==> config.mk <==
export PLATFORM = sky130hd
export DESIGN_NAME = pat_timer
export DESIGN_NICKNAME = d
export VERILOG_FILES = /design/src/pat_pkg.sv /design/src/pat_timer.sv
export VERILOG_INCLUDE_DIRS = /design/src
export SDC_FILE = /design/constraint.sdc
export NUM_CORES = 1
export LEC_CHECK = 0
export CAP_MARGIN = 40
export CORE_AREA = 8 8 183 116
export CTS_CLUSTER_DIAMETER = 200
export DETAILED_ROUTE_END_ITERATION = 10
export DIE_AREA = 0 0 191 124
export DONT_BUFFER_PORTS = 1
export GPL_TIMING_DRIVEN = 0
export SYNTH_ARGS = -nofsm -noshare
export SYNTH_HDL_FRONTEND = slang
export SYNTH_SLANG_ARGS = --single-unit
==> constraint.sdc <==
create_clock -name clk -period 2.6 [get_ports clk]
set_input_delay 0.39 -clock clk [delete_from_list [all_inputs] [get_ports clk]]
set_output_delay 0.39 -clock clk [all_outputs]
set_load 0.01 [all_outputs]
==> src/pat_defs.svh <==
// Constants of the 8-bit auto-reload PWM timer: APB offsets, field positions, resets.
// Assumes a 32-bit APB with word-aligned registers, data in bits 7:0.
`ifndef PAT_DEFS_SVH
`define PAT_DEFS_SVH

`define PAT_OFS_CSR 8'h00
`define PAT_OFS_CAR 8'h04
`define PAT_OFS_ARR 8'h08
`define PAT_OFS_PCR 8'h0c
`define PAT_OFS_DUTY0 8'h10
`define PAT_OFS_DUTY1 8'h14
`define PAT_OFS_DUTY2 8'h18
`define PAT_OFS_DUTY3 8'h1c
`define PAT_OFS_ICCSR 8'h20
`define PAT_OFS_ICR1 8'h24
`define PAT_OFS_ICR2 8'h28

`define PAT_CSR_EXTERNAL_CLOCK_SELECT 7
`define PAT_CSR_CC_HI 6
`define PAT_CSR_CC_LO 4
`define PAT_CSR_TCE 3
`define PAT_CSR_FORCE_RELOAD 2
`define PAT_CSR_OIE 1
`define PAT_CSR_OVF 0

`define PAT_PCR_OE_LO 4
`define PAT_ICC_CS_LO 4
`define PAT_ICC_CIE_LO 2
`define PAT_ICC_CF_LO 0

`define PAT_RST_BYTE 8'h00
`define PAT_CNT_MAX 8'hff

`endif

==> src/pat_pkg.sv <==
// Types of the 8-bit auto-reload PWM timer.
// Assumes pat_defs.svh holds the numeric constants.
package pat_pkg;
    // Software-written timer controls
    typedef struct packed {
        logic external_clock_select;
        logic [2:0] div_sel;
        logic cnt_en;
        logic ovf_ie;
    } pat_ctrl_s;

    // Per-channel PWM controls
    typedef struct packed {
        logic [3:0] oe;
        logic [3:0] pol;
    } pat_pwm_s;

    // Capture controls
    typedef struct packed {
        logic [1:0] edge_rise;
        logic [1:0] ie;
    } pat_cap_s;
endpackage

==> src/pat_timer.sv <==
// 8-bit auto-reload timer with prescaler, four PWM outputs and two captures, APB slave.
// Assumes clk at 20 MHz, async active-low reset, pins asynchronous to clk.
//
// Added by the designer: the address map and register access over APB.
`timescale 1ns/1ns
`include "pat_defs.svh"

module pat_timer (
    // Clock and reset
    input wire logic clk,
    input wire logic rst_n,
    // APB slave
    input wire logic psel,
    input wire logic penable,
    input wire logic pwrite,
    input wire logic [7:0] paddr,
    input wire logic [31:0] pwdata,
    output logic [31:0] prdata,
    output logic pready,
    output logic pslverr,
    // Pins
    input wire logic external_tick,
    input wire logic [1:0] capture_pin,
    output logic [3:0] pulse_out,
    output logic [3:0] pulse_oe,
    // System
    input wire logic deep_stop,
    output logic overflow_irq,
    output logic capture_irq,
    output logic wakeup
);

    // Tap hit: low n prescaler bits all ones
    // A tick leaves the prescaler when its low n bits roll over together
    function automatic logic tap_hit(input logic [6:0] p, input logic [2:0] n);
        logic [6:0] m;
        m = 7'((8'h01 << n) - 8'h01);
        return (p & m) == m;
    endfunction

    // Software-visible registers and the hidden compare values
    pat_pkg::pat_ctrl_s ctrl_q;
    pat_pkg::pat_pwm_s pwm_q;
    pat_pkg::pat_cap_s cap_q;
    logic [7:0] reload_q;
    logic [7:0] duty_q [4];
    logic [7:0] cmp_q [4];

    // Counter, prescaler and sticky flags
    logic [7:0] cnt_q;
    logic [6:0] presc_q;
    logic ovf_q;
    logic [1:0] cf_q;
    logic [7:0] icr_q [2];

    // Pin synchroniser stages and accepted levels
    logic [2:0] ext_sync_q;
    logic ext_filt_q;
    logic [2:0] cap_sync_q [2];
    logic [1:0] cap_filt_q;

    // Registers behind the outputs
    logic [31:0] prdata_q;
    logic pready_q;
    logic pslverr_q;
    logic [3:0] pulse_q;
    logic [3:0] pulse_oe_q;
    logic ovf_irq_q;
    logic cap_irq_q;
    logic wake_q;

    // Bus phase decode
    // The access phase is answered on its second cycle
    logic acc_start;
    logic acc_done;
    logic wr_done;
    logic rd_done;
    logic regs_open;
    logic mapped;

    assign acc_start = psel && penable && !pready_q;
    assign acc_done = psel && penable && pready_q;
    assign wr_done = acc_done && pwrite;
    assign rd_done = acc_done && !pwrite;
    // Control registers freeze in deep stop
    assign regs_open = wr_done && !deep_stop;

    always_comb begin
        unique case (paddr)
            `PAT_OFS_CSR, `PAT_OFS_CAR, `PAT_OFS_ARR, `PAT_OFS_PCR,
            `PAT_OFS_DUTY0, `PAT_OFS_DUTY1, `PAT_OFS_DUTY2, `PAT_OFS_DUTY3,
            `PAT_OFS_ICCSR, `PAT_OFS_ICR1, `PAT_OFS_ICR2: mapped = 1'b1;
            default: mapped = 1'b0;
        endcase
    end

    // Pin synchronisers: three flops, accept when stages two and three agree
    // A level that stages two and three disagree on is a glitch and is ignored
    always_ff @(posedge clk or negedge rst_n) begin
        if (!rst_n) begin
            ext_sync_q <= 3'h0;
            ext_filt_q <= 1'b0;
        end else begin
            ext_sync_q <= {ext_sync_q[1:0], external_tick};
            if (ext_sync_q[1] == ext_sync_q[2]) begin
                ext_filt_q <= ext_sync_q[2];
            end
        end
    end

    always_ff @(posedge clk or negedge rst_n) begin
        if (!rst_n) begin
            cap_sync_q[0] <= 3'h0;
            cap_sync_q[1] <= 3'h0;
            cap_filt_q <= 2'h0;
        end else begin
            for (int i = 0; i < 2; i++) begin
                cap_sync_q[i] <= {cap_sync_q[i][1:0], capture_pin[i]};
                if (cap_sync_q[i][1] == cap_sync_q[i][2]) begin
                    cap_filt_q[i] <= cap_sync_q[i][2];
                end
            end
        end
    end

    // Tick generation
    logic ext_rise;
    logic in_tick;
    logic run;
    logic cnt_tick;
    logic ovf_evt;
    logic car_wr;
    logic force_reload_wr;
    logic [1:0] cap_evt;

    assign ext_rise = ext_sync_q[2] && !ext_filt_q && (ext_sync_q[1] == ext_sync_q[2]);
    assign in_tick = ctrl_q.external_clock_select ? ext_rise : 1'b1;
    // Core clock stops in deep stop; external input keeps counting
    assign run = ctrl_q.cnt_en && (!deep_stop || ctrl_q.external_clock_select);
    assign cnt_tick = run && in_tick && tap_hit(presc_q, ctrl_q.div_sel);
    assign ovf_evt = cnt_tick && (cnt_q == `PAT_CNT_MAX);
    assign car_wr = regs_open && (paddr == `PAT_OFS_CAR);
    assign force_reload_wr = regs_open && (paddr == `PAT_OFS_CSR) && pwdata[`PAT_CSR_FORCE_RELOAD];

    // Capture edge detect on filtered levels
    always_comb begin
        for (int i = 0; i < 2; i++) begin
            cap_evt[i] = (cap_sync_q[i][1] == cap_sync_q[i][2]) && (cap_sync_q[i][2] != cap_filt_q[i])
                && (cap_sync_q[i][2] == cap_q.edge_rise[i]);
        end
    end

    // Prescaler
    // Cleared by counter writes and force reload so counting restarts cleanly
    always_ff @(posedge clk or negedge rst_n) begin
        if (!rst_n) begin
            presc_q <= 7'h00;
        end else if (car_wr || force_reload_wr) begin
            presc_q <= 7'h00;
        end else if (run && in_tick) begin
            presc_q <= presc_q + 7'h01;
        end
    end

    // Counter
    // Counter write beats force reload, which beats overflow and tick
    always_ff @(posedge clk or negedge rst_n) begin
        if (!rst_n) begin
            cnt_q <= `PAT_RST_BYTE;
        end else if (car_wr) begin
            cnt_q <= pwdata[7:0];
        end else if (force_reload_wr) begin
            cnt_q <= reload_q;
        end else if (ovf_evt) begin
            cnt_q <= reload_q;
        end else if (cnt_tick) begin
            cnt_q <= cnt_q + 8'h01;
        end
    end

    // Timer control register
    always_ff @(posedge clk or negedge rst_n) begin
        if (!rst_n) begin
            ctrl_q <= '0;
        end else if (regs_open && paddr == `PAT_OFS_CSR) begin
            ctrl_q.external_clock_select <= pwdata[`PAT_CSR_EXTERNAL_CLOCK_SELECT];
            ctrl_q.div_sel <= pwdata[`PAT_CSR_CC_HI:`PAT_CSR_CC_LO];
            ctrl_q.cnt_en <= pwdata[`PAT_CSR_TCE];
            ctrl_q.ovf_ie <= pwdata[`PAT_CSR_OIE];
        end
    end

    // Overflow flag: set wins over the read clear
    always_ff @(posedge clk or negedge rst_n) begin
        if (!rst_n) begin
            ovf_q <= 1'b0;
        end else if (ovf_evt) begin
            ovf_q <= 1'b1;
        end else if (rd_done && paddr == `PAT_OFS_CSR) begin
            ovf_q <= 1'b0;
        end
    end

    // Reload value
    always_ff @(posedge clk or negedge rst_n) begin
        if (!rst_n) begin
            reload_q <= `PAT_RST_BYTE;
        end else if (regs_open && paddr == `PAT_OFS_ARR) begin
            reload_q <= pwdata[7:0];
        end
    end

    // Output enables and polarities
    always_ff @(posedge clk or negedge rst_n) begin
        if (!rst_n) begin
            pwm_q <= '0;
        end else if (regs_open && paddr == `PAT_OFS_PCR) begin
            pwm_q <= pwdata[7:0];
        end
    end

    // Duty buffers, picked up by the compares at overflow
    always_ff @(posedge clk or negedge rst_n) begin
        if (!rst_n) begin
            for (int i = 0; i < 4; i++) begin
                duty_q[i] <= `PAT_RST_BYTE;
            end
        end else if (regs_open) begin
            unique case (paddr)
                `PAT_OFS_DUTY0: duty_q[0] <= pwdata[7:0];
                `PAT_OFS_DUTY1: duty_q[1] <= pwdata[7:0];
                `PAT_OFS_DUTY2: duty_q[2] <= pwdata[7:0];
                `PAT_OFS_DUTY3: duty_q[3] <= pwdata[7:0];
                default: ;
            endcase
        end
    end

    // Hidden compare values, double buffered
    always_ff @(posedge clk or negedge rst_n) begin
        if (!rst_n) begin
            for (int i = 0; i < 4; i++) begin
                cmp_q[i] <= `PAT_RST_BYTE;
            end
        end else if (ovf_evt) begin
            for (int i = 0; i < 4; i++) begin
                cmp_q[i] <= duty_q[i];
            end
        end
    end

    // PWM outputs; levels hold in deep stop
    always_ff @(posedge clk or negedge rst_n) begin
        if (!rst_n) begin
            pulse_q <= 4'h0;
            pulse_oe_q <= 4'h0;
        end else if (!deep_stop) begin
            pulse_oe_q <= pwm_q.oe;
            for (int i = 0; i < 4; i++) begin
                // Reload value never exceeds compare when compare is programmed above it
                pulse_q[i] <= pwm_q.oe[i] && ((cnt_q <= cmp_q[i]) ^ pwm_q.pol[i]);
            end
        end
    end

    // Capture controls
    always_ff @(posedge clk or negedge rst_n) begin
        if (!rst_n) begin
            cap_q <= '0;
        end else if (regs_open && paddr == `PAT_OFS_ICCSR) begin
            cap_q.edge_rise <= pwdata[`PAT_ICC_CS_LO+1:`PAT_ICC_CS_LO];
            cap_q.ie <= pwdata[`PAT_ICC_CIE_LO+1:`PAT_ICC_CIE_LO];
        end
    end

    // Capture latches and flags
    // A set flag blocks new transfers until the value is read
    always_ff @(posedge clk or negedge rst_n) begin
        if (!rst_n) begin
            cf_q <= 2'h0;
            icr_q[0] <= `PAT_RST_BYTE;
            icr_q[1] <= `PAT_RST_BYTE;
        end else begin
            for (int i = 0; i < 2; i++) begin
                if (cap_evt[i] && !cf_q[i]) begin
                    icr_q[i] <= cnt_q;
                    cf_q[i] <= 1'b1;
                end else if (rd_done && paddr == (i == 0 ? `PAT_OFS_ICR1 : `PAT_OFS_ICR2)) begin
                    cf_q[i] <= 1'b0;
                end
            end
        end
    end

    // Overflow request follows flag and enable
    always_ff @(posedge clk or negedge rst_n) begin
        if (!rst_n) begin
            ovf_irq_q <= 1'b0;
        end else begin
            ovf_irq_q <= ovf_q && ctrl_q.ovf_ie;
        end
    end

    // Capture request pends while any enabled flag is set
    always_ff @(posedge clk or negedge rst_n) begin
        if (!rst_n) begin
            cap_irq_q <= 1'b0;
        end else begin
            cap_irq_q <= |(cf_q & cap_q.ie);
        end
    end

    // Wakeup pulse in deep stop on an enabled overflow or capture edge
    always_ff @(posedge clk or negedge rst_n) begin
        if (!rst_n) begin
            wake_q <= 1'b0;
        end else begin
            wake_q <= deep_stop && ((ovf_evt && ctrl_q.ovf_ie)
                || |(cap_evt & cap_q.ie));
        end
    end

    // Read data mux
    logic [7:0] rd_byte;
    always_comb begin
        unique case (paddr)
            `PAT_OFS_CSR: rd_byte = {ctrl_q.external_clock_select, ctrl_q.div_sel, ctrl_q.cnt_en, 1'b0,
                ctrl_q.ovf_ie, ovf_q};
            `PAT_OFS_CAR: rd_byte = cnt_q;
            `PAT_OFS_ARR: rd_byte = reload_q;
            `PAT_OFS_PCR: rd_byte = pwm_q;
            `PAT_OFS_DUTY0: rd_byte = duty_q[0];
            `PAT_OFS_DUTY1: rd_byte = duty_q[1];
            `PAT_OFS_DUTY2: rd_byte = duty_q[2];
            `PAT_OFS_DUTY3: rd_byte = duty_q[3];
            `PAT_OFS_ICCSR: rd_byte = {2'h0, cap_q.edge_rise, cap_q.ie, cf_q};
            `PAT_OFS_ICR1: rd_byte = icr_q[0];
            `PAT_OFS_ICR2: rd_byte = icr_q[1];
            default: rd_byte = 8'h00;
        endcase
    end

    // APB ready: one wait state after the first access cycle
    always_ff @(posedge clk or negedge rst_n) begin
        if (!rst_n) begin
            pready_q <= 1'b0;
        end else begin
            pready_q <= acc_start;
        end
    end

    // Read data captured with the wait state; writes answer zero
    always_ff @(posedge clk or negedge rst_n) begin
        if (!rst_n) begin
            prdata_q <= 32'h0000_0000;
        end else if (acc_start) begin
            prdata_q <= pwrite ? 32'h0000_0000 : {24'h00_0000, rd_byte};
        end
    end

    // Error for unmapped words, only alongside ready
    always_ff @(posedge clk or negedge rst_n) begin
        if (!rst_n) begin
            pslverr_q <= 1'b0;
        end else begin
            pslverr_q <= acc_start && !mapped;
        end
    end

    assign prdata = prdata_q;
    assign pready = pready_q;
    assign pslverr = pslverr_q;
    assign pulse_out = pulse_q;
    assign pulse_oe = pulse_oe_q;
    assign overflow_irq = ovf_irq_q;
    assign capture_irq = cap_irq_q;
    assign wakeup = wake_q;

endmodule

Yosys cells after proc, flatten, opt, wreduce, memory -nomap -nowiden
Index checks and enable logic that the tools add are counted.

word-level totals
  flip-flop bits (word level) = 181
  bits of input ports = 49
  output and inout bits = 45
  word-level logic and storage cells = 146

operators by class
  add/sub/neg operators = 3
  order comparisons = 4
  eq/ne operators = 19
  shift-type cells = 1
  muxes and demuxes = 16
  bitwise logic cells = 7
  reductions and logical operators = 58

operators with widths
  cell                                                                number
  8-bit case mux with 11 select lines                                 1
  8-bit 2-to-1 mux                                                    5
  1-bit logical AND                                                   35
  8-bit by 5-bit == test with 1-bit output, second input constant     4
  8-bit less-or-equal comparator                                      4
  8-bit by 6-bit == test with 1-bit output, second input constant     3
  8-bit by 4-bit == test with 1-bit output, second input constant     2
  7-bit 2-to-1 mux                                                    2
  11-bit OR reduction                                                 1
  8-bit by 1-bit adder with 8-bit output, second input constant       1
  8-bit by 3-bit == test with 1-bit output, second input constant     1
  8-bit == test, second input constant                                1
  8-bit logical NOT                                                   1
  1-bit 2-to-1 mux                                                    8
  2-bit AND reduction                                                 4
  2-bit nonzero test                                                  4
  7-bit by 1-bit adder with 7-bit output, second input constant       1
  7-bit AND                                                           1
  7-bit == test                                                       1
  1-bit logical NOT                                                   7
  1-bit by 3-bit left shift with 7-bit output, first input constant   1
  7-bit by 1-bit subtractor with 7-bit output, second input constant  1
  1-bit == test                                                       5
  2-bit AND                                                           2
  other kinds (5)                                                     12

Depth between registers and ports, before layout
  depth after elaboration = 10
  mapped depth = 10
  gate-level depth less buffers = 8

Least setup slack after synthesis
Ideal clock, no wire load.

  path type = input-to-reg
  start point = input paddr[4]
  end point = register pwm_q[0] in the netlist's numbering
  data arrival time = 2.296 ns
  data required time = 2.475 ns
  path slack = 0.179 ns
  cell stages on the path = 7
  path buffers = 3
  cell sequence = buf_6 > or4_4 > or3_1 > buf_6 > or3_1 > buf_6 > mux2_4

on the way
  longest elaborated chain between the ends = 2

ends and longest elaborated chain
  what                                      RTL line          source
  start: declaration                        pat_timer.sv:16   input wire logic [7:0] paddr,
  8-bit by 4-bit == test with 1-bit output  --
  1-bit logical AND (no source line)        --
  end signal: assignment                    pat_timer.sv:218  pwm_q <= pwdata[7:0];
  end: declaration                          pat_timer.sv:43   pat_pkg::pat_pwm_s pwm_q;

No other way between the ends.
A chain may end at the register's enable or synchronous reset.

Worst setup path after layout
  start point = register cnt_q[6]
  end point = register pulse_q[0], in the netlist pulse_out[0]

on the way
  longest elaborated chain between the ends = 3

ends and longest elaborated chain
  what                            RTL line          source
  start: declaration              pat_timer.sv:50   logic [7:0] cnt_q;
  start signal: assignment        pat_timer.sv:169  cnt_q <= `PAT_RST_BYTE;
  start signal: assignment        pat_timer.sv:171  cnt_q <= pwdata[7:0];
  start signal: assignment        pat_timer.sv:173  cnt_q <= reload_q;
  8-bit less-or-equal comparator  pat_timer.sv:261  pulse_q[i] <= pwm_q.oe[i] && ((cnt_q <= cmp_q[i]) ^ pwm_q.pol[i]);
  1-bit XOR                       pat_timer.sv:261
  1-bit logical AND               pat_timer.sv:261
  end signal: indexed assignment  pat_timer.sv:261
  end: declaration                pat_timer.sv:66   logic [3:0] pulse_q;

No other way between the ends.

==> summary.txt <==
Critical path
  • Most frequent cell on the critical path: and4_1
  • R2R cell count: 6
  • Crit-path max cell delay: 860 ps
  • Critical path startpoint category: flop
  • Worst-path fanout max: 11
  • Reg-to-reg endpoint: pulse_out[0]
  • Crit path cell chain: ha_1 -> and4_1 -> and4_1 -> a22oi_1 -> xor2_1 -> o31ai_1
  • Req. time, crit path: 2890 ps
  • Worst reg2reg path startpoint: cnt_q[6]
  • Arrival @ worst endpoint: 2840 ps
  • Reg2reg setup slack: 40 ps
  • Slowest CP cell: dfrtp_1
  • Worst setup path category: reg -> reg
  • CP Capture Type: flop

Layout
  • Area of the multi-input gates: 0.00385 mm2
  • Most frequent cells in the layout: dfrtp_1 (156), mux2_2 (98), nand2_1 (44), inv_1 (41), nor2_1 (41)
  • Area grow syn2layout: 12.9%
  • Core Util, Final: 0.498
  • FF/Latch Area: 0.00393 mm2
  • Ant diodes: 0
  • Commonest non-fill, non-tap cell in the layout: dfrtp_1
  • Filler instances: 1689
  • Fin nets: 854
  • Ratio of cells with drive above 1 in the final layout: 0.253

Run
  • Max cap viols: 0

Clocking
  • Clk sinks: 157
  • H-tree Lvls: 4
  • Cts hold-fix bufs: 3
  • Clk buf depth: 2
  • Clock transition at the registers of the reported paths: 60 ps
  • Clock buffer count from CTS: 17
  • Root Driver: clkbuf_16
  • TritonCTS clock tree: done
  • Clock Latency Late Sink: 430 ps

Placed design
  • Pre-CTS WS: -466 ps
  • HPWL after DPL: 17500 um
  • Final GP Congestion: 0.917
  • Port-buffer cells: 0

Global route
  • Initial antenna violation count: 0
  • Grt total ovfl: 0
  • Vias in the first global route: 5692
  • GRT Util Overall: 0.207
  • First-pass GRT wire length: 35800 um
  • Largest net degree at the start of global routing: 158

Logic synthesis
  • Cells after Synth: 721
  • Count of different cell masters after synthesis: 61
  • Seq cells post-synth: 157
  • Post-synthesis async set-or-reset flop share: 1.00
  • Sequential area share after synthesis: 0.481
  • Post-synth EDFFs: 0
  • Synth Area per Inst: 11.3 um2
  • Area of the mapped netlist: 0.00816 mm2
  • Synth Warn #: 0
  • Primary FF master, synth: dfrtp_1

Timing
  • Final min period: 2560 ps
  • Max Fclk: 0.391 GHz
  • Setup violations, final: 0
  • Slew HR: 0.419
  • RSZ-0062 raised after global routing: false
  • WHS: -339 ps
  • Final Cycle Share: 0.984
  • Clock skew: 8.02 ps
  • Max Slew Vio Count: 0
  • Final hold violation count: 157
  • Worst Slack Setup Final: 40.7 ps
  • Slew @ Worst Pin: 867 ps

Drt
  • Drt first pass iters: 5
  • # DRC: 0
  • 1st-iter DRT viols: 606
  • Routed vias/inst: 5.69
  • Drt wl/cell: 23.4 um
  • Detailed-route via count: 5850
  • Detail Route Antenna Nets: 0
  • Final wirelength: 24100 um

Power
  • PD cells: 552 mW/mm2
  • Worst vdd ir: 394 uV
  • Power consumption: 5.08 mW
  • LEAKAGE: 4.41 nW

Die
  • Die W: 191 um
  • Die height: 124 um
  • FP Rows: 39
  • Io pins: 94
  • Die area: 0.0237 mm2
  • Initial Util: 0.441
  • Placeable core region: 0.0185 mm2

Hold path
  • Hold WC Path Type: in -> async

Run status
  • Status: complete, but fails checks
  • Failing checks: negative hold slack
[layer usage]
| metal | track usage | routed length [um] | vias to the layer above |
|---|---|---|---|
| met5 | 0 | 0 | - |
| met4 | 0.0516 | 356 | 0 |
| met3 | 0.0685 | 2440 | 23 |
| met2 | 0.270 | 9220 | 215 |
| met1 | 0.318 | 12000 | 2975 |
| li1 | - | - | 2637 |
[cell usage after synthesis (7+ instances only)]
master / n / area share
mux2i_1: 12 / 0.015
nor2_1: 41 / 0.019
a21o_1: 11 / 0.010
ha_1: 34 / 0.052
nand2_1: 45 / 0.021
clkbuf_1: 16 / 0.0074
nand3_1: 24 / 0.015
o22ai_1: 7 / 0.0054
and3_1: 8 / 0.0061
inv_1: 41 / 0.019
dfrtp_1: 157 / 0.48
buf_4: 25 / 0.023
o21ai_0: 29 / 0.018
a21oi_1: 28 / 0.017
mux2_4: 8 / 0.015
mux2_2: 98 / 0.14
xor2_1: 8 / 0.0086
a31oi_1: 9 / 0.0069
[per-stage QoR]
step	TNS (ps)	instances	area, um2	hold slack [ps]
floorplan	0	744	8250	94.4
CTS	0	1028	9190	-355
detailed placement	-18520	994	8580	103
global placement	-21280	990	8550	103
global route	0	1029	9210	-365
finish	0	1029	9210	-339
[cell type report]
class | instances | area share
multi-input combinational | 494 | 0.418
clock buffer | 19 | 0.0481
sequential | 157 | 0.427
timing repair buffer | 8 | 0.00666
inverter | 42 | 0.0171
clock inverter | 12 | 0.0133
buffer | 51 | 0.0365
tap | 246 | 0.0334
[worst max-delay path: cells and delay by family, from the launching register on]
| family | cells | cell delay (ps) |
|---|---|---|
| adder cells (fa/ha/maj) | 1 | 380 |
| flip-flops | 1 | 860 |
| AND/OR/NAND/NOR | 2 | 380 |
| XOR/XNOR | 1 | 360 |
| AO/OA/AOI/OAI | 2 | 440 |
[sequential cells by signal, indices dropped and copies added, names as in the netlist, 3 cells and up]
| name | cells |
|---|---|
| cap_q | 4 |
| prdata | 8 |
| pwm_q | 8 |
| presc_q | 7 |
| pulse_out | 4 |
| ext_sync_q | 3 |
| cnt_q | 8 |
| reload_q | 8 |
| duty_q | 32 |
| cap_sync_q | 6 |
| pulse_oe | 4 |
| icr_q | 16 |
| ctrl_q | 6 |
| cmp_q | 32 |
[worst max-delay path by stage]
stage,start,end,cells past startpoint
floorplan,paddr[4],pwm_q[0],7
global placement,paddr[2],cnt_q[7],8
detailed placement,deep_stop,cmp_q[14],7
CTS,cnt_q[3],wakeup,8
global route,cnt_q[2],cmp_q[3],7
finish,cnt_q[6],pulse_out[0],6
[cell families (layout without fill, tap and decap cells)]
kind of cell    count (synthesis)  in the layout  synth area share
mux                           124            124             0.181
buf+inv                        93            132            0.0598
fa+ha+maj                      37             37            0.0558
xor+xnor                       14             14            0.0150
flops                         157            157             0.481
simple gates                  169            169             0.105
compound gates                126            126             0.101
other cells                     1             24          0.000460
[timing repair]
| item | CTS | global route |
|---|---|---|
| pin swaps | 0 | 1 |
| hold endpoints to repair | 160 | 157 |
| setup endpoints to repair | 29 | 36 |
| setup buffers | 0 | 1 |
| resized for setup | 6 | 6 |
[power by group]
| part | total, mW | switching [mW] | internal (mW) |
|---|---|---|---|
| clock network | 2.43 | 1.01 | 1.42 |
| registers | 2.48 | 0.0161 | 2.46 |
| logic | 0.176 | 0.104 | 0.0721 |
No activity file was read; power rests on OpenSTA's default activity.
